$ cat src/include/ttc_defines.svh
`ifndef TTC_DEFINES_SVH
`define TTC_DEFINES_SVH
// ****************************************
// register byte offsets
// ****************************************
`define TTC_OFF_CMD 8'h00
`define TTC_OFF_PARAM 8'h04
`define TTC_OFF_STAT 8'h08
`define TTC_OFF_RESULT 8'h0C
`define TTC_OFF_COUNT 8'h10
`define TTC_OFF_ERR 8'h14
// ****************************************
// command codes
// ****************************************
`define TTC_C_READ_STATUS 8'h00
`define TTC_C_READ_COUNT 8'h01
`define TTC_C_LOAD_COUNT 8'h02
`define TTC_C_HALT 8'h03
`define TTC_C_PLAY 8'h04
`define TTC_C_RECORD 8'h05
`define TTC_C_FAST_FWD 8'h06
`define TTC_C_SLOW_REW 8'h07
`define TTC_C_REWIND 8'h08
`define TTC_C_FWD_TO_END 8'h09
`define TTC_C_REW_TO_START 8'h0A
`define TTC_C_HEAD_ON 8'h0B
`define TTC_C_HEAD_OFF 8'h0C
`define TTC_C_LAST_LOW 8'h11
`define TTC_C_WP_QUERY 8'h14
// ****************************************
// status byte bit positions
// ****************************************
`define TTC_SB_HEAD 7
`define TTC_SB_MOVING 6
`define TTC_SB_WIND 5
`define TTC_SB_FAST 4
`define TTC_SB_PLAY 3
`define TTC_SB_REC 2
// ****************************************
// answers and reset values
// ****************************************
`define TTC_RESP_OKAY 2'h0
`define TTC_RESP_SLVERR 2'h2
`define TTC_ERR_NONE 8'h00
`define TTC_ERR_UNKNOWN 8'hFE
`define TTC_CNT_RST 16'h0000
`define TTC_STAT_RST 8'h00
`endif

$ cat src/include/ttc_pkg.sv
package ttc_pkg;
  typedef enum logic [2:0] {
    MOT_STOP = 3'h0,
    MOT_PLAY = 3'h1,
    MOT_REC = 3'h3,
    MOT_FF = 3'h2,
    MOT_SREW = 3'h6,
    MOT_REW = 3'h7
  } ttc_motion_t;
  typedef logic [7:0] ttc_code_t;
endpackage : ttc_pkg

$ cat src/hw/ttc_transport_ctrl.sv
// Implementation choices: the register offsets and the AXI4-Lite slave port.
`timescale 1ns/10ps
`include "ttc_defines.svh"
// ****************************************
// tape transport command and status logic
// ****************************************
// What this block does
// - nineteen command codes recognised; each runs only its own function
// - parameter is written before the command code that uses it
// - code 0 returns status byte: head, moving, wind, fast, play, record
// - status and counter reads never report an error
// - code 1 returns the 16-bit position counter
// - counter counts up moving forward, down moving backward
// - code 2 loads the counter from the parameter, returns nothing
// - code 3 stops the motor, returns nothing
// - code 4 runs play; read data passed only with head loaded
// - code 5 runs record, returns nothing
// - record with head loaded erases tape
// - rewind commands unload the head
module ttc_transport_ctrl
  import ttc_pkg::*;
#(
  parameter int ADDR_W = 8,
  parameter int CNT_W = 16
) (
  input wire logic aclk, // 20 MHz clock
  input wire logic aresetn, // sync reset
  input wire logic [ADDR_W-1:0] awaddr, // write address
  input wire logic awvalid, // write address valid
  output logic awready, // write address ready
  input wire logic [31:0] wdata, // write data
  input wire logic [3:0] wstrb, // byte enables
  input wire logic wvalid, // write data valid
  output logic wready, // write data ready
  output logic [1:0] bresp, // write response
  output logic bvalid, // write response valid
  input wire logic bready, // write response ready
  input wire logic [ADDR_W-1:0] araddr, // read address
  input wire logic arvalid, // read address valid
  output logic arready, // read address ready
  output logic [31:0] rdata, // read data
  output logic [1:0] rresp, // read response
  output logic rvalid, // read data valid
  input wire logic rready, // read data ready
  input wire logic tape_pulse, // position sensor count
  input wire logic head_rd_data, // raw head read signal
  output logic motor_on, // motor running
  output logic motor_fwd, // forward direction
  output logic motor_fast, // fast speed
  output logic head_load, // head loaded
  output logic erase_en, // erase head on
  output logic read_data // gated read data
);
  // ****************************************
  // bus slave state
  // ****************************************
  logic awready_r, wready_r, bvalid_r, arready_r, rvalid_r;
  logic aw_have_r, w_have_r;
  logic [ADDR_W-1:0] aw_addr_r;
  logic [31:0] w_data_r, rdata_r, rd_mux;
  logic [3:0] w_strb_r;
  logic [1:0] bresp_r, rresp_r;
  logic do_write, wr_hit, rd_hit;

  // ****************************************
  // command state
  // ****************************************
  logic [CNT_W-1:0] param_r, count;
  ttc_code_t cmd_code_r;
  logic cmd_go_r, head_r, known, cnt_load, step_up, step_dn;
  ttc_motion_t motion_r;
  logic [31:0] result_r;
  logic [7:0] err_pri_r, err_sec_r, stat_byte;
  logic motor_on_r, motor_fwd_r, motor_fast_r, head_load_r, erase_en_r, read_data_r;

  assign awready = awready_r;
  assign wready = wready_r;
  assign bvalid = bvalid_r;
  assign bresp = bresp_r;
  assign arready = arready_r;
  assign rvalid = rvalid_r;
  assign rdata = rdata_r;
  assign rresp = rresp_r;
  assign motor_on = motor_on_r;
  assign motor_fwd = motor_fwd_r;
  assign motor_fast = motor_fast_r;
  assign head_load = head_load_r;
  assign erase_en = erase_en_r;
  assign read_data = read_data_r;

  assign do_write = aw_have_r && w_have_r && !bvalid_r;
  assign wr_hit = (aw_addr_r == ADDR_W'(`TTC_OFF_CMD)) || (aw_addr_r == ADDR_W'(`TTC_OFF_PARAM));

  // ****************************************
  // write channels
  // ****************************************
  always_ff @(posedge aclk) begin
    if (!aresetn) begin
      awready_r <= 1'b1;
      wready_r <= 1'b1;
      aw_have_r <= 1'b0;
      w_have_r <= 1'b0;
      bvalid_r <= 1'b0;
      bresp_r <= `TTC_RESP_OKAY;
      aw_addr_r <= '0;
      w_data_r <= '0;
      w_strb_r <= '0;
    end else begin
      if (awvalid && awready_r) begin
        aw_have_r <= 1'b1;
        aw_addr_r <= awaddr;
        awready_r <= 1'b0;
      end
      if (wvalid && wready_r) begin
        w_have_r <= 1'b1;
        w_data_r <= wdata;
        w_strb_r <= wstrb;
        wready_r <= 1'b0;
      end
      if (do_write) begin
        aw_have_r <= 1'b0;
        w_have_r <= 1'b0;
        bvalid_r <= 1'b1;
        bresp_r <= wr_hit ? `TTC_RESP_OKAY : `TTC_RESP_SLVERR;
      end
      if (bvalid_r && bready) begin
        bvalid_r <= 1'b0;
        awready_r <= 1'b1;
        wready_r <= 1'b1;
      end
    end
  end

  // parameter register, low two byte lanes
  always_ff @(posedge aclk) begin
    if (!aresetn) begin
      param_r <= CNT_W'(`TTC_CNT_RST);
    end else if (do_write && aw_addr_r == ADDR_W'(`TTC_OFF_PARAM)) begin
      if (w_strb_r[0]) begin
        param_r[7:0] <= w_data_r[7:0];
      end
      if (w_strb_r[1]) begin
        param_r[CNT_W-1:8] <= w_data_r[CNT_W-1:8];
      end
    end
  end

  // writing the code byte launches the command
  always_ff @(posedge aclk) begin
    if (!aresetn) begin
      cmd_go_r <= 1'b0;
      cmd_code_r <= `TTC_C_READ_STATUS;
    end else begin
      cmd_go_r <= do_write && aw_addr_r == ADDR_W'(`TTC_OFF_CMD) && w_strb_r[0];
      if (do_write && aw_addr_r == ADDR_W'(`TTC_OFF_CMD) && w_strb_r[0]) begin
        cmd_code_r <= w_data_r[7:0];
      end
    end
  end

  // ****************************************
  // command decode
  // ****************************************
  assign known = (cmd_code_r <= `TTC_C_LAST_LOW) || (cmd_code_r == `TTC_C_WP_QUERY);
  assign cnt_load = cmd_go_r && cmd_code_r == `TTC_C_LOAD_COUNT;

  always_ff @(posedge aclk) begin
    if (!aresetn) begin
      motion_r <= MOT_STOP;
    end else if (cmd_go_r) begin
      case (cmd_code_r)
        `TTC_C_HALT: motion_r <= MOT_STOP;
        `TTC_C_PLAY: motion_r <= MOT_PLAY;
        `TTC_C_RECORD: motion_r <= MOT_REC;
        `TTC_C_FAST_FWD, `TTC_C_FWD_TO_END: motion_r <= MOT_FF;
        `TTC_C_SLOW_REW: motion_r <= MOT_SREW;
        `TTC_C_REWIND, `TTC_C_REW_TO_START: motion_r <= MOT_REW;
        default: motion_r <= motion_r;
      endcase
    end
  end

  always_ff @(posedge aclk) begin
    if (!aresetn) begin
      head_r <= 1'b0;
    end else if (cmd_go_r) begin
      case (cmd_code_r)
        `TTC_C_HEAD_ON: head_r <= 1'b1;
        `TTC_C_HEAD_OFF: head_r <= 1'b0;
        `TTC_C_SLOW_REW, `TTC_C_REWIND, `TTC_C_REW_TO_START: head_r <= 1'b0;
        default: head_r <= head_r;
      endcase
    end
  end

  // only the two reads produce a result word
  always_ff @(posedge aclk) begin
    if (!aresetn) begin
      result_r <= '0;
    end else if (cmd_go_r && cmd_code_r == `TTC_C_READ_STATUS) begin
      result_r <= {24'h000000, stat_byte};
    end else if (cmd_go_r && cmd_code_r == `TTC_C_READ_COUNT) begin
      result_r <= {{(32 - CNT_W){1'b0}}, count};
    end
  end

  always_ff @(posedge aclk) begin
    if (!aresetn) begin
      err_pri_r <= `TTC_ERR_NONE;
      err_sec_r <= `TTC_ERR_NONE;
    end else if (cmd_go_r) begin
      err_pri_r <= known ? `TTC_ERR_NONE : `TTC_ERR_UNKNOWN;
      err_sec_r <= `TTC_ERR_NONE;
    end
  end

  // ****************************************
  // status byte and position counter
  // ****************************************
  always_comb begin
    stat_byte = `TTC_STAT_RST;
    stat_byte[`TTC_SB_HEAD] = head_r;
    stat_byte[`TTC_SB_MOVING] = motion_r != MOT_STOP;
    stat_byte[`TTC_SB_WIND] = motion_r == MOT_SREW || motion_r == MOT_REW;
    stat_byte[`TTC_SB_FAST] = motion_r == MOT_FF;
    stat_byte[`TTC_SB_PLAY] = motion_r == MOT_PLAY;
    stat_byte[`TTC_SB_REC] = motion_r == MOT_REC;
  end

  assign step_up = tape_pulse && (motion_r == MOT_PLAY || motion_r == MOT_REC
                   || motion_r == MOT_FF);
  assign step_dn = tape_pulse && (motion_r == MOT_SREW || motion_r == MOT_REW);

  ttc_pos_counter #(
    .W(CNT_W)
  ) u_cnt (
    .aclk(aclk),
    .aresetn(aresetn),
    .load_en(cnt_load),
    .load_val(param_r),
    .step_up(step_up),
    .step_dn(step_dn),
    .count(count)
  );

  // ****************************************
  // transport pins
  // ****************************************
  always_ff @(posedge aclk) begin
    if (!aresetn) begin
      motor_on_r <= 1'b0;
      motor_fwd_r <= 1'b0;
      motor_fast_r <= 1'b0;
      head_load_r <= 1'b0;
    end else begin
      motor_on_r <= motion_r != MOT_STOP;
      motor_fwd_r <= motion_r == MOT_PLAY || motion_r == MOT_REC || motion_r == MOT_FF;
      motor_fast_r <= motion_r == MOT_FF || motion_r == MOT_REW;
      head_load_r <= head_r;
    end
  end

  always_ff @(posedge aclk) begin
    if (!aresetn) begin
      erase_en_r <= 1'b0;
      read_data_r <= 1'b0;
    end else begin
      erase_en_r <= motion_r == MOT_REC && head_r;
      read_data_r <= head_rd_data && head_r && motion_r == MOT_PLAY;
    end
  end

  // ****************************************
  // read channel
  // ****************************************
  always_comb begin
    rd_hit = 1'b1;
    rd_mux = '0;
    case (araddr)
      ADDR_W'(`TTC_OFF_CMD): rd_mux = {24'h000000, cmd_code_r};
      ADDR_W'(`TTC_OFF_PARAM): rd_mux = {{(32 - CNT_W){1'b0}}, param_r};
      ADDR_W'(`TTC_OFF_STAT): rd_mux = {24'h000000, stat_byte};
      ADDR_W'(`TTC_OFF_RESULT): rd_mux = result_r;
      ADDR_W'(`TTC_OFF_COUNT): rd_mux = {{(32 - CNT_W){1'b0}}, count};
      ADDR_W'(`TTC_OFF_ERR): rd_mux = {16'h0000, err_sec_r, err_pri_r};
      default: rd_hit = 1'b0;
    endcase
  end

  always_ff @(posedge aclk) begin
    if (!aresetn) begin
      arready_r <= 1'b1;
      rvalid_r <= 1'b0;
      rdata_r <= '0;
      rresp_r <= `TTC_RESP_OKAY;
    end else if (arvalid && arready_r) begin
      arready_r <= 1'b0;
      rvalid_r <= 1'b1;
      rdata_r <= rd_mux;
      rresp_r <= rd_hit ? `TTC_RESP_OKAY : `TTC_RESP_SLVERR;
    end else if (rvalid_r && rready) begin
      rvalid_r <= 1'b0;
      arready_r <= 1'b1;
    end
  end
endmodule : ttc_transport_ctrl

$ cat src/hw/ttc_pos_counter.sv
`timescale 1ns/10ps
`include "ttc_defines.svh"
module ttc_pos_counter #(
  parameter int W = 16
) (
  input wire logic aclk, // system clock
  input wire logic aresetn, // sync reset
  input wire logic load_en, // load request
  input wire logic [W-1:0] load_val, // value to load
  input wire logic step_up, // forward count
  input wire logic step_dn, // backward count
  output logic [W-1:0] count // position
);
  logic [W-1:0] count_r;

  assign count = count_r;

  always_ff @(posedge aclk) begin
    if (!aresetn) begin
      count_r <= W'(`TTC_CNT_RST);
    end else if (load_en) begin
      count_r <= load_val;
    end else if (step_up) begin
      count_r <= count_r + W'(1);
    end else if (step_dn) begin
      count_r <= count_r - W'(1);
    end
  end
endmodule : ttc_pos_counter

$ cat config.mk
export PLATFORM = sky130hd
export DESIGN_NAME = ttc_transport_ctrl
export DESIGN_NICKNAME = d
export VERILOG_FILES = /design/src/include/ttc_pkg.sv /design/src/hw/ttc_transport_ctrl.sv /design/src/hw/ttc_pos_counter.sv
export VERILOG_INCLUDE_DIRS = /design/src /design/src/include
export SDC_FILE = /design/constraint.sdc
export NUM_CORES = 1
export LEC_CHECK = 0
export ABC_AREA = 0
export CORE_AREA = 10 10 110 112
export CTS_CLUSTER_DIAMETER = 100
export DETAILED_ROUTE_END_ITERATION = 12
export DIE_AREA = 0 0 120 122
export DONT_BUFFER_PORTS = 1
export GPL_ROUTABILITY_DRIVEN = 0
export PLACE_DENSITY = 0.75
export SYNTH_ARGS = -nofsm -noshare
export SYNTH_HDL_FRONTEND = slang
export SYNTH_SLANG_ARGS = --single-unit
$ cat constraint.sdc
create_clock -name aclk -period 3.25 [get_ports aclk]
set_clock_uncertainty 0.05 [all_clocks]
set_input_delay 0.65 -clock aclk [delete_from_list [all_inputs] [get_ports aclk]]
set_output_delay 0.65 -clock aclk [all_outputs]
set_load 0.02 [all_outputs]
== After elaboration in Yosys (flattened, before gate mapping) ==
Cells that the tools add are included.
Widths: inputs -> output; s select.
Word-level totals
  word-level logic and storage cells: 118
  register bits: 144
  input port bits: 61
  output and inout port bits: 47
Operators by class
  eq/ne operators: 24
  add/sub/neg operators: 2
  reduce and logical (&&, ||, !) cells: 45
  magnitude comparators: 1
  mux-type cells: 16
  bitwise operators: 1
Operators with widths (number)
  $pmux 16 s6: 1
  $eq 8x4->1 const B: 7
  $eq 8x3->1 const B: 6
  $mux 16: 3
  $eq 8x5->1 const B: 3
  $logic_not 8->1: 3
  $mux 8: 3
  $logic_and 1x1->1: 18
  $pmux 3 s6: 1
  $add 16x1->16 const B: 1
  $eq 8x2->1 const B: 2
  $sub 16x1->16 const B: 1
  $reduce_or 2->1: 5
  $eq 8x1->1 const B: 1
  $le 8x5->1 const B: 1
  $reduce_and 2->1: 4
  $eq 3x2->1 const B: 2
  $eq 3x3->1 const B: 2
  $logic_or 1x1->1: 6
  $reduce_bool 2->1: 3
  $reduce_bool 3->1: 2
  $reduce_bool 6->1: 1
  $reduce_or 6->1: 1
  $mux 1: 5
  other kinds (6): 7

== Depth between registers and ports, before layout ==
Gate-level depths: netlist (run 1).
  word-level depth: 6
  gate-level depth with buffers: 12
  gate-level depth less buffers: 11

== Hierarchy ==
Synthesis (run 1) repeated with hierarchy kept, for this count alone.
Unflattened totals
  cell total of the unflattened synthesis: 749
  area total of the unflattened synthesis: 6167.2 um2
By module, submodules not included
  ttc_transport_ctrl: cells an instance 552, area an instance 4655.7 um2, times used 1, sequential area each 2062.0 um2
  ttc_pos_counter: cells an instance 197, area an instance 1511.4 um2, times used 1, sequential area each 320.3 um2

== Worst setup path after synthesis (run 1) ==
OpenSTA, ideal clock, no wires.
  kind: reg2reg
  start: reg motion_r[1]
  end: reg u_cnt.count_r[13], in the netlist u_cnt.count[13]
  period minus slack after synthesis: 2.796 ns
  data required time: 3.066 ns
  library setup time: 0.134 ns
  cell stages (with the launch flop): 12
  data arrival time: 2.612 ns
  buffers on the path: 1
  setup slack: 0.454 ns
  cell sequence: dfxtp_1 -> clkbuf_1 -> nor2_1 -> nor2_1 -> nand2_1 -> ha_1 -> and3_1 -> and2_1 -> a221oi_1 -> o221ai_1 -> xnor2_1 -> o22ai_1
On the way
  cells in the longest elaborated chain, start to end: 6
  elaborated cells on any way between the ends: 13
  classes of those cells: 5 x eq/ne; 2 x mux; 6 x reduce/logical
RTL lines
  start: declaration: line ttc_transport_ctrl.sv:71  | ttc_motion_t motion_r;
  start signal: assignment: line ttc_transport_ctrl.sv:178  | default: motion_r <= motion_r;
  $eq 3x1->1 / $eq 3x2->1 (equally long branches): line ttc_transport_ctrl.sv:230  | assign step_up = tape_pulse && (motion_r == MOT_PLAY || motion_r == MOT_REC
  $logic_or 1x1->1: line ttc_transport_ctrl.sv:230
  $logic_or 1x1->1: line ttc_transport_ctrl.sv:231  | || motion_r == MOT_FF);
  $logic_and 1x1->1: line ttc_transport_ctrl.sv:230
  $mux 16: line ttc_pos_counter.sv:23  | end else if (step_up) begin
  $mux 16: line ttc_pos_counter.sv:21  | end else if (load_en) begin
  end signal: assignment: line ttc_pos_counter.sv:20  | count_r <= W'(`TTC_CNT_RST);
  end signal: assignment: line ttc_pos_counter.sv:22  | count_r <= load_val;
  end signal: assignment: line ttc_pos_counter.sv:24  | count_r <= count_r + W'(1);
  end: declaration: line ttc_pos_counter.sv:14  | logic [W-1:0] count_r;
Several ways; a longest one is shown, not always the timed one.
A chain may end at the register's enable or synchronous reset.

== Worst setup path after layout (run 1) ==
  start: reg motion_r[0]
  end: reg u_cnt.count_r[14], in the netlist u_cnt.count[14]
Same word-level chain as after synthesis.

==> results of run 1 <==
## area by class of cell
class	instances	area, µm²
Fill cell	875	3526
Multi-Input combinational cell	552	3159
Sequential cell	119	2382
Clock buffer	18	417.9
Clock inverter	14	224.0
Tap cell	136	170.2
Timing Repair Buffer	11	95.09
Inverter	19	71.32
## logic make-up (layout without fill, tap and decap cells)
logic type	count (synthesis)	after routing	synth area share, %
and+or+nand+nor	274	274	21.77
AOI/OAI and AO/OA	225	225	24.45
DFF	119	119	40.59
buffers and inverters	82	62	6.672
adders and majority gates	17	17	3.752
xor gates and xnor gates	17	17	2.537
other	1	18	0.06389
muxes	1	1	0.1705
## registers in the layout, indices dropped and copies added (netlist names), 2 cells and up
register / flops
aw_addr_r: 8
cmd_code_r: 8
motion_r: 3
param_r: 16
rdata: 16
result_r: 16
u_cnt.count: 16
w_data_r: 16
w_strb_r: 2
## power breakdown
part	leakage [nW]	switching [mW]	total (mW)	internal (mW)
logic	1.16	0.0857	0.117	0.0312
registers	0.964	0.0290	1.52	1.49
clock network	0.310	0.703	2.03	1.33
total	2.43	0.818	3.67	2.85
## worst max path at each step
stage,endpoint,from
2_1_floorplan,u_cnt.count[13],motion_r[1]
3_3_place_gp,u_cnt.count[13],tape_pulse
3_5_place_dp,u_cnt.count[13],tape_pulse
4_1_cts,u_cnt.count[13],motion_r[0]
5_1_grt,u_cnt.count[13],motion_r[0]
6_report,u_cnt.count[14],motion_r[0]
## per-stage QoR
step	worst slack (ns)	hold WS (ns)	util, %	power (mW)
after floorplan	0.4543	0.3810	-	1.664
after global placement	0.4496	0.3886	58.51	1.658
after detailed placement	0.4262	0.3953	58.51	1.664
after CTS	0.4395	0.1469	64.90	3.685
after global routing	0.1822	0.1480	64.90	3.775
final	0.3931	0.1627	64.90	3.667
## cell usage in the layout, fill, tap and decap left out, types with 9 or more instances in the layout
cell and count:
sky130_fd_sc_hd__a21oi_1 98, sky130_fd_sc_hd__a22o_1 16, sky130_fd_sc_hd__a22oi_1 21, sky130_fd_sc_hd__and3_1 13, sky130_fd_sc_hd__buf_4 10, sky130_fd_sc_hd__clkbuf_16 16, sky130_fd_sc_hd__conb_1 18, sky130_fd_sc_hd__dfxtp_1 119
sky130_fd_sc_hd__ha_1 16, sky130_fd_sc_hd__inv_1 18, sky130_fd_sc_hd__nand2_1 146, sky130_fd_sc_hd__nand3_1 23, sky130_fd_sc_hd__nor2_1 38, sky130_fd_sc_hd__nor3_1 11, sky130_fd_sc_hd__o21ai_0 25, sky130_fd_sc_hd__o22ai_1 10
sky130_fd_sc_hd__xor2_1 9
## routing by layer
metal	share of wire (%)	global-route usage, %	vias up
met4	1.7	7.466	0
met3	10	6.892	28
met2	45	32.32	234
met1	43	26.02	2434
li1	-	-	2543
met5	0	0	-
==> impl_metrics.xml, run 1 <==
<?xml version="1.0" encoding="UTF-8"?>
<metrics>
  <group name="worst_setup_path">
    <metric name="critical-path-top-cell-by-count" unit="">sky130_fd_sc_hd__nor2_1</metric>
    <metric name="critical_path_arrival" unit="ns">3.19</metric>
    <metric name="path_delay_family" unit="">compound AO/OA/AOI/OAI gates</metric>
    <metric name="critical_path.cell_chain" unit="">nor2_1 &gt; nor2_1 &gt; nand2_1 &gt; buf_4 &gt; ha_1 &gt; and4_1 &gt; a211oi_1 &gt; a31oi_1 &gt; a311oi_1 &gt; xor2_1 &gt; o22ai_1</metric>
    <metric name="max_stage_delay_on_crit_path" unit="ns">0.44</metric>
    <metric name="critPathBufInv" unit="">1</metric>
    <metric name="startpoint_type" unit="">flip-flop</metric>
    <metric name="register_to_register_setup_slack" unit="ns">0.39</metric>
    <metric name="timing.critical_path.to_type" unit="">flip-flop</metric>
    <metric name="worstPathMaxFanout" unit="">18</metric>
    <metric name="cp.depth" unit="">11</metric>
    <metric name="rr_worst_depth" unit="">11</metric>
    <metric name="cp.required" unit="ns">3.58</metric>
    <metric name="type_of_the_setup_path_with_the_least_slack" unit="">reg -&gt; reg</metric>
    <metric name="timing.critical_path.slowest_stage_cell" unit="">sky130_fd_sc_hd__dfxtp_1</metric>
    <metric name="r2r-start" unit="">motion_r[0]</metric>
    <metric name="reg2reg_to" unit="">u_cnt.count[14]</metric>
  </group>
  <group name="timing">
    <metric name="final_max_slew_viol_count" unit="">0</metric>
    <metric name="tightestPinTransition" unit="ns">0.6449</metric>
    <metric name="finalSetupViolations" unit="">0</metric>
    <metric name="fin_crit" unit="ns">2.857</metric>
    <metric name="layout_worst_path_cycle_share" unit="%">87.91</metric>
    <metric name="achievable-frequency" unit="MHz">350.0</metric>
    <metric name="grt_setup_unrepaired" unit="">false</metric>
    <metric name="setup_tns" unit="ns">0</metric>
    <metric name="hold_viol" unit="">0</metric>
    <metric name="max-slew-margin-rel" unit="%">56.95</metric>
  </group>
  <group name="power">
    <metric name="peak_supply_drop" unit="µV">363.0</metric>
    <metric name="pwr_density_cell" unit="nW/µm²">562.4</metric>
    <metric name="pleak" unit="nW">2.434</metric>
  </group>
  <group name="clock_tree">
    <metric name="clock_latency" unit="ns">0.53</metric>
    <metric name="clkSinkCount" unit="">119</metric>
    <metric name="max-clock-path-buffers" unit="">2</metric>
    <metric name="cts_tree" unit="">built</metric>
    <metric name="post-cts-setup-buffer-count" unit="">0</metric>
    <metric name="ctsResizeCount" unit="">0</metric>
    <metric name="cts_root_buffer" unit="">sky130_fd_sc_hd__clkbuf_8</metric>
    <metric name="cts_buffers" unit="">17</metric>
    <metric name="cts_max_level" unit="">4</metric>
    <metric name="cts_hold_buffers" unit="">0</metric>
    <metric name="worst_setup_hold_path_clk_slew" unit="ns">0.06</metric>
  </group>
  <group name="logic_synthesis">
    <metric name="synthTopCellsByCount" unit="">sky130_fd_sc_hd__nand2_1, sky130_fd_sc_hd__dfxtp_1, sky130_fd_sc_hd__a21oi_1</metric>
    <metric name="post-synth-top-count-cell" unit="">sky130_fd_sc_hd__nand2_1</metric>
    <metric name="ys.warnings.count" unit="">0</metric>
    <metric name="synth_enable_flop_cells" unit="">0</metric>
    <metric name="synthesized_cell_area" unit="µm²">5869</metric>
    <metric name="ys_ff_latch" unit="">119</metric>
    <metric name="synth_async_sr_flop_share" unit="%">0</metric>
    <metric name="synth_top_cell_by_area" unit="">sky130_fd_sc_hd__dfxtp_1</metric>
    <metric name="synth.yosys.seq_area_share" unit="%">40.59</metric>
    <metric name="synth_top_area_share" unit="%">40.59</metric>
    <metric name="mapped_avg_cell_area" unit="µm²">7.975</metric>
    <metric name="synthCells" unit="">736</metric>
    <metric name="synth_flop_cell" unit="">sky130_fd_sc_hd__dfxtp_1</metric>
    <metric name="synth.distinct_cells" unit="">57</metric>
    <metric name="synth_area_leaders" unit="">sky130_fd_sc_hd__dfxtp_1, sky130_fd_sc_hd__nand2_1, sky130_fd_sc_hd__a21oi_1, sky130_fd_sc_hd__ha_1, sky130_fd_sc_hd__a22oi_1</metric>
  </group>
  <group name="route">
    <metric name="wl_per_cell" unit="µm">17.13</metric>
    <metric name="vias_per_cell" unit="">6.029</metric>
    <metric name="drtAntennaViolNets" unit="">0</metric>
    <metric name="dr.pass1.iters" unit="">5</metric>
    <metric name="drt_wirelength" unit="µm">14890</metric>
    <metric name="vias" unit="">5239</metric>
    <metric name="drt_drc_violations_left" unit="">0</metric>
    <metric name="initialDrtViolationCount" unit="">482</metric>
  </group>
  <group name="grt">
    <metric name="grtUsageTotal" unit="%">20.62</metric>
    <metric name="grt_pass1_wl" unit="µm">24900</metric>
    <metric name="initial_antenna_violation_count" unit="">0</metric>
    <metric name="grt_pass1_vias" unit="">5036</metric>
    <metric name="grt_overflow" unit="">0</metric>
    <metric name="grt_start_max_net_pins" unit="">69</metric>
  </group>
  <group name="finish">
    <metric name="drive_gt1_share" unit="%">7.094</metric>
    <metric name="final_cell_count_no_fill" unit="">869</metric>
    <metric name="antennaDiodeCount" unit="">0</metric>
    <metric name="finished_cell_area" unit="µm²">6520</metric>
    <metric name="area_delta_synth_final" unit="%">11.09</metric>
    <metric name="nets" unit="">798</metric>
  </group>
  <group name="floorplan">
    <metric name="initial_core_util" unit="%">58.43</metric>
    <metric name="std_cell_rows" unit="">37</metric>
    <metric name="floorplan.die_area" unit="µm²">14640</metric>
    <metric name="floorplan.die.width" unit="µm">120</metric>
    <metric name="placeableCoreArea" unit="µm²">10050</metric>
    <metric name="ioPinCount" unit="">108</metric>
    <metric name="die_y" unit="µm">122</metric>
  </group>
  <group name="worst_hold_path">
    <metric name="whs_endpoint" unit="">arready</metric>
    <metric name="worst_hold_path_type" unit="">in -&gt; reg</metric>
    <metric name="timing.hold.worst.start" unit="">aresetn</metric>
    <metric name="whs_path_depth" unit="">1</metric>
  </group>
  <group name="status">
    <metric name="run_status" unit="">finished clean</metric>
  </group>
  <group name="place">
    <metric name="portBuffers" unit="">0</metric>
    <metric name="dp_hpwl" unit="µm">10470</metric>
    <metric name="instance_area_after_placement" unit="µm²">5878</metric>
    <metric name="dpl.cell_count" unit="">837</metric>
  </group>
  <group name="run">
    <metric name="maxCapViolations" unit="">0</metric>
  </group>
</metrics>
Power figures use the tool's default switching activity.
==> run 2: changes to the inputs <==
--- a/config.mk
+++ b/config.mk
@@ -7,13 +7,13 @@
 export NUM_CORES = 1
 export LEC_CHECK = 0
 export ABC_AREA = 0
-export CORE_AREA = 10 10 110 112
+export CORE_AREA = 10 10 113 115
 export CTS_CLUSTER_DIAMETER = 100
 export DETAILED_ROUTE_END_ITERATION = 12
-export DIE_AREA = 0 0 120 122
+export DIE_AREA = 0 0 123 125
 export DONT_BUFFER_PORTS = 1
 export GPL_ROUTABILITY_DRIVEN = 0
-export PLACE_DENSITY = 0.75
+export PLACE_DENSITY = 0.74
 export SYNTH_ARGS = -nofsm -noshare
 export SYNTH_HDL_FRONTEND = slang
 export SYNTH_SLANG_ARGS = --single-unit
==> constraint.sdc (replaced) <==
create_clock -name aclk -period 2.35 [get_ports aclk]
set_clock_uncertainty 0.05 [all_clocks]
set_input_delay 0.47 -clock aclk [delete_from_list [all_inputs] [get_ports aclk]]
set_output_delay 0.47 -clock aclk [all_outputs]
set_load 0.02 [all_outputs]
==> impl_metrics.xml, run 2 (same netlist as run 1, synthesis figures left out) <==
<?xml version="1.0" encoding="UTF-8"?>
<metrics>
  <group name="status">
    <metric name="run_status" unit="">finished with violations</metric>
    <metric name="violated_checks" unit="">negative setup slack</metric>
  </group>
  <group name="timing">
    <metric name="tightestPinTransition" unit="ns">0.9913</metric>
    <metric name="finalSetupViolations" unit="">6</metric>
    <metric name="holdWs" unit="ns">0.01592</metric>
    <metric name="achievable-frequency" unit="MHz">412.2</metric>
    <metric name="post-route-worst-setup-slack" unit="ns">-0.07597</metric>
    <metric name="max-slew-margin-rel" unit="%">33.77</metric>
    <metric name="layout_worst_path_cycle_share" unit="%">103.2</metric>
    <metric name="fin_crit" unit="ns">2.426</metric>
    <metric name="grt_setup_unrepaired" unit="">true</metric>
    <metric name="hold_viol" unit="">0</metric>
    <metric name="final_max_slew_viol_count" unit="">0</metric>
  </group>
  <group name="worst_setup_path">
    <metric name="type_of_the_setup_path_with_the_least_slack" unit="">reg -&gt; reg</metric>
    <metric name="reg2reg_to" unit="">u_cnt.count[13]</metric>
    <metric name="critical_path_arrival" unit="ns">2.78</metric>
    <metric name="r2r-start" unit="">motion_r[1]</metric>
    <metric name="path_delay_family" unit="">simple AND/OR/NAND/NOR gates</metric>
    <metric name="max_stage_delay_on_crit_path" unit="ns">0.36</metric>
    <metric name="cp-endpoint" unit="">u_cnt.count[13]</metric>
    <metric name="timing.critical_path.slowest_stage_cell" unit="">sky130_fd_sc_hd__dfxtp_2</metric>
    <metric name="timing.critical_path.from" unit="">motion_r[1]</metric>
    <metric name="critPathBufInv" unit="">1</metric>
    <metric name="critical-path-top-cell-by-count" unit="">sky130_fd_sc_hd__nor2_4</metric>
    <metric name="startpoint_type" unit="">flip-flop</metric>
    <metric name="register_to_register_setup_slack" unit="ns">-0.08</metric>
    <metric name="worstPathMaxFanout" unit="">6</metric>
    <metric name="timing.critical_path.to_type" unit="">flip-flop</metric>
    <metric name="critical_path.cell_chain" unit="">nor2_4 &gt; nor2_4 &gt; nand2_8 &gt; buf_12 &gt; ha_4 &gt; and3_4 &gt; and2_4 &gt; a221oi_4 &gt; o221ai_2 &gt; xnor2_1 &gt; o22ai_1</metric>
    <metric name="rr_worst_depth" unit="">11</metric>
    <metric name="cp.depth" unit="">11</metric>
    <metric name="cp.required" unit="ns">2.70</metric>
  </group>
  <group name="floorplan">
    <metric name="std_cell_rows" unit="">38</metric>
    <metric name="placeableCoreArea" unit="µm²">10600</metric>
    <metric name="floorplan.die_area" unit="µm²">15380</metric>
    <metric name="floorplan.die.width" unit="µm">123</metric>
    <metric name="ioPinCount" unit="">108</metric>
    <metric name="initial_core_util" unit="%">55.36</metric>
    <metric name="die_y" unit="µm">125</metric>
  </group>
  <group name="place">
    <metric name="instance_area_after_placement" unit="µm²">6291</metric>
    <metric name="dp_hpwl" unit="µm">11170</metric>
    <metric name="portBuffers" unit="">0</metric>
    <metric name="place_ws" unit="ns">-0.1151</metric>
  </group>
  <group name="finish">
    <metric name="finished_cell_area" unit="µm²">7086</metric>
    <metric name="nets" unit="">826</metric>
    <metric name="drive_gt1_share" unit="%">14.85</metric>
    <metric name="antennaDiodeCount" unit="">0</metric>
    <metric name="final_common_cell" unit="">sky130_fd_sc_hd__nand2_1</metric>
    <metric name="fill_cells" unit="">888</metric>
    <metric name="area_delta_synth_final" unit="%">20.72</metric>
    <metric name="postLayoutCoreUtil" unit="%">66.83</metric>
    <metric name="layout_common_cells" unit="">sky130_fd_sc_hd__nand2_1, sky130_fd_sc_hd__dfxtp_1, sky130_fd_sc_hd__a21oi_1</metric>
  </group>
  <group name="clock_tree">
    <metric name="cts_buffers" unit="">17</metric>
    <metric name="clkSinkCount" unit="">119</metric>
    <metric name="clock_latency" unit="ns">0.53</metric>
    <metric name="cts_tree" unit="">built</metric>
    <metric name="cts_max_level" unit="">4</metric>
    <metric name="max-clock-path-buffers" unit="">2</metric>
    <metric name="cts_root_buffer" unit="">sky130_fd_sc_hd__clkbuf_8</metric>
    <metric name="worst_setup_hold_path_clk_slew" unit="ns">0.06</metric>
  </group>
  <group name="route">
    <metric name="vias_per_cell" unit="">5.979</metric>
    <metric name="dr.pass1.iters" unit="">5</metric>
    <metric name="initialDrtViolationCount" unit="">420</metric>
    <metric name="wl_per_cell" unit="µm">17.79</metric>
    <metric name="drtAntennaViolNets" unit="">0</metric>
    <metric name="vias" unit="">5387</metric>
    <metric name="drt_drc_violations_left" unit="">0</metric>
    <metric name="drt_wirelength" unit="µm">16030</metric>
  </group>
  <group name="power">
    <metric name="pwr_density_cell" unit="nW/µm²">731.4</metric>
    <metric name="power" unit="mW">5.182</metric>
    <metric name="peak_supply_drop" unit="µV">413.1</metric>
    <metric name="pleak" unit="nW">2.648</metric>
  </group>
  <group name="worst_hold_path">
    <metric name="worst_hold_path_type" unit="">in -&gt; reg</metric>
    <metric name="whs_path_depth" unit="">2</metric>
  </group>
  <group name="grt">
    <metric name="grt_pass1_vias" unit="">5218</metric>
    <metric name="initial_antenna_violation_count" unit="">0</metric>
    <metric name="grt_pass1_wl" unit="µm">25470</metric>
    <metric name="grt_overflow" unit="">0</metric>
    <metric name="grt_start_max_net_pins" unit="">92</metric>
    <metric name="grtUsageTotal" unit="%">20.21</metric>
  </group>
  <group name="run">
    <metric name="maxCapViolations" unit="">0</metric>
  </group>
</metrics>
run 2: worst min path at each step:
stage,from,end,slack (ns)
2_1_floorplan,aw_addr_r[3],aw_addr_r[3],0.38
3_3_place_gp,result_r[6],result_r[6],0.39
3_5_place_dp,aw_addr_r[3],aw_addr_r[3],0.40
4_1_cts,aresetn,aw_have_r,0.002
5_1_grt,aresetn,u_cnt.count[4],0.02
6_report,aresetn,aw_have_r,0.02
run 2: routing by layer:
metal,wire length [µm],global-route usage [%],part of all wire (%)
met1,6655,24.76,42
met3,1534,6.481,9.6
met4,354,8.293,2.2
met2,7482,31.96,47
met5,0,0,0
run 2: power breakdown:
group	internal, mW	total, mW	switching, mW
Clock	1.97	2.92	0.956
Sequential	2.06	2.10	0.0401
Combinational	0.0455	0.164	0.118
Total	4.07	5.18	1.11
run 2: metrics by stage:
step                 TNS, ns  instances
floorplan           -0.01109        753
global placement    -0.06016        864
detailed placement   -0.2929        864
CTS                 -0.04092        901
global route         -0.8614        901
finish               -0.3320        901
run 2: final cells by class:
cell class              count  area [µm²]  share of cell area (%)
clock inverters            12       224.0                   3.161
multi-input cells         553        3466                   48.91
flip-flops and latches    119        2385                   33.66
inverters                  19       71.32                   1.007
well taps                 140       175.2                   2.472
repair buffers             38       329.1                   4.644
clock buffers              20       435.4                   6.145
run 2: repair_timing:
action	4_1_cts	5_1_grt
cloned	1	0
endpoints found under the hold margin	3	0
hold buffers	3	0
endpoints found under the setup margin	7	9
pin swaps	14	14
resized for setup	10	11
setup buffers	1	0
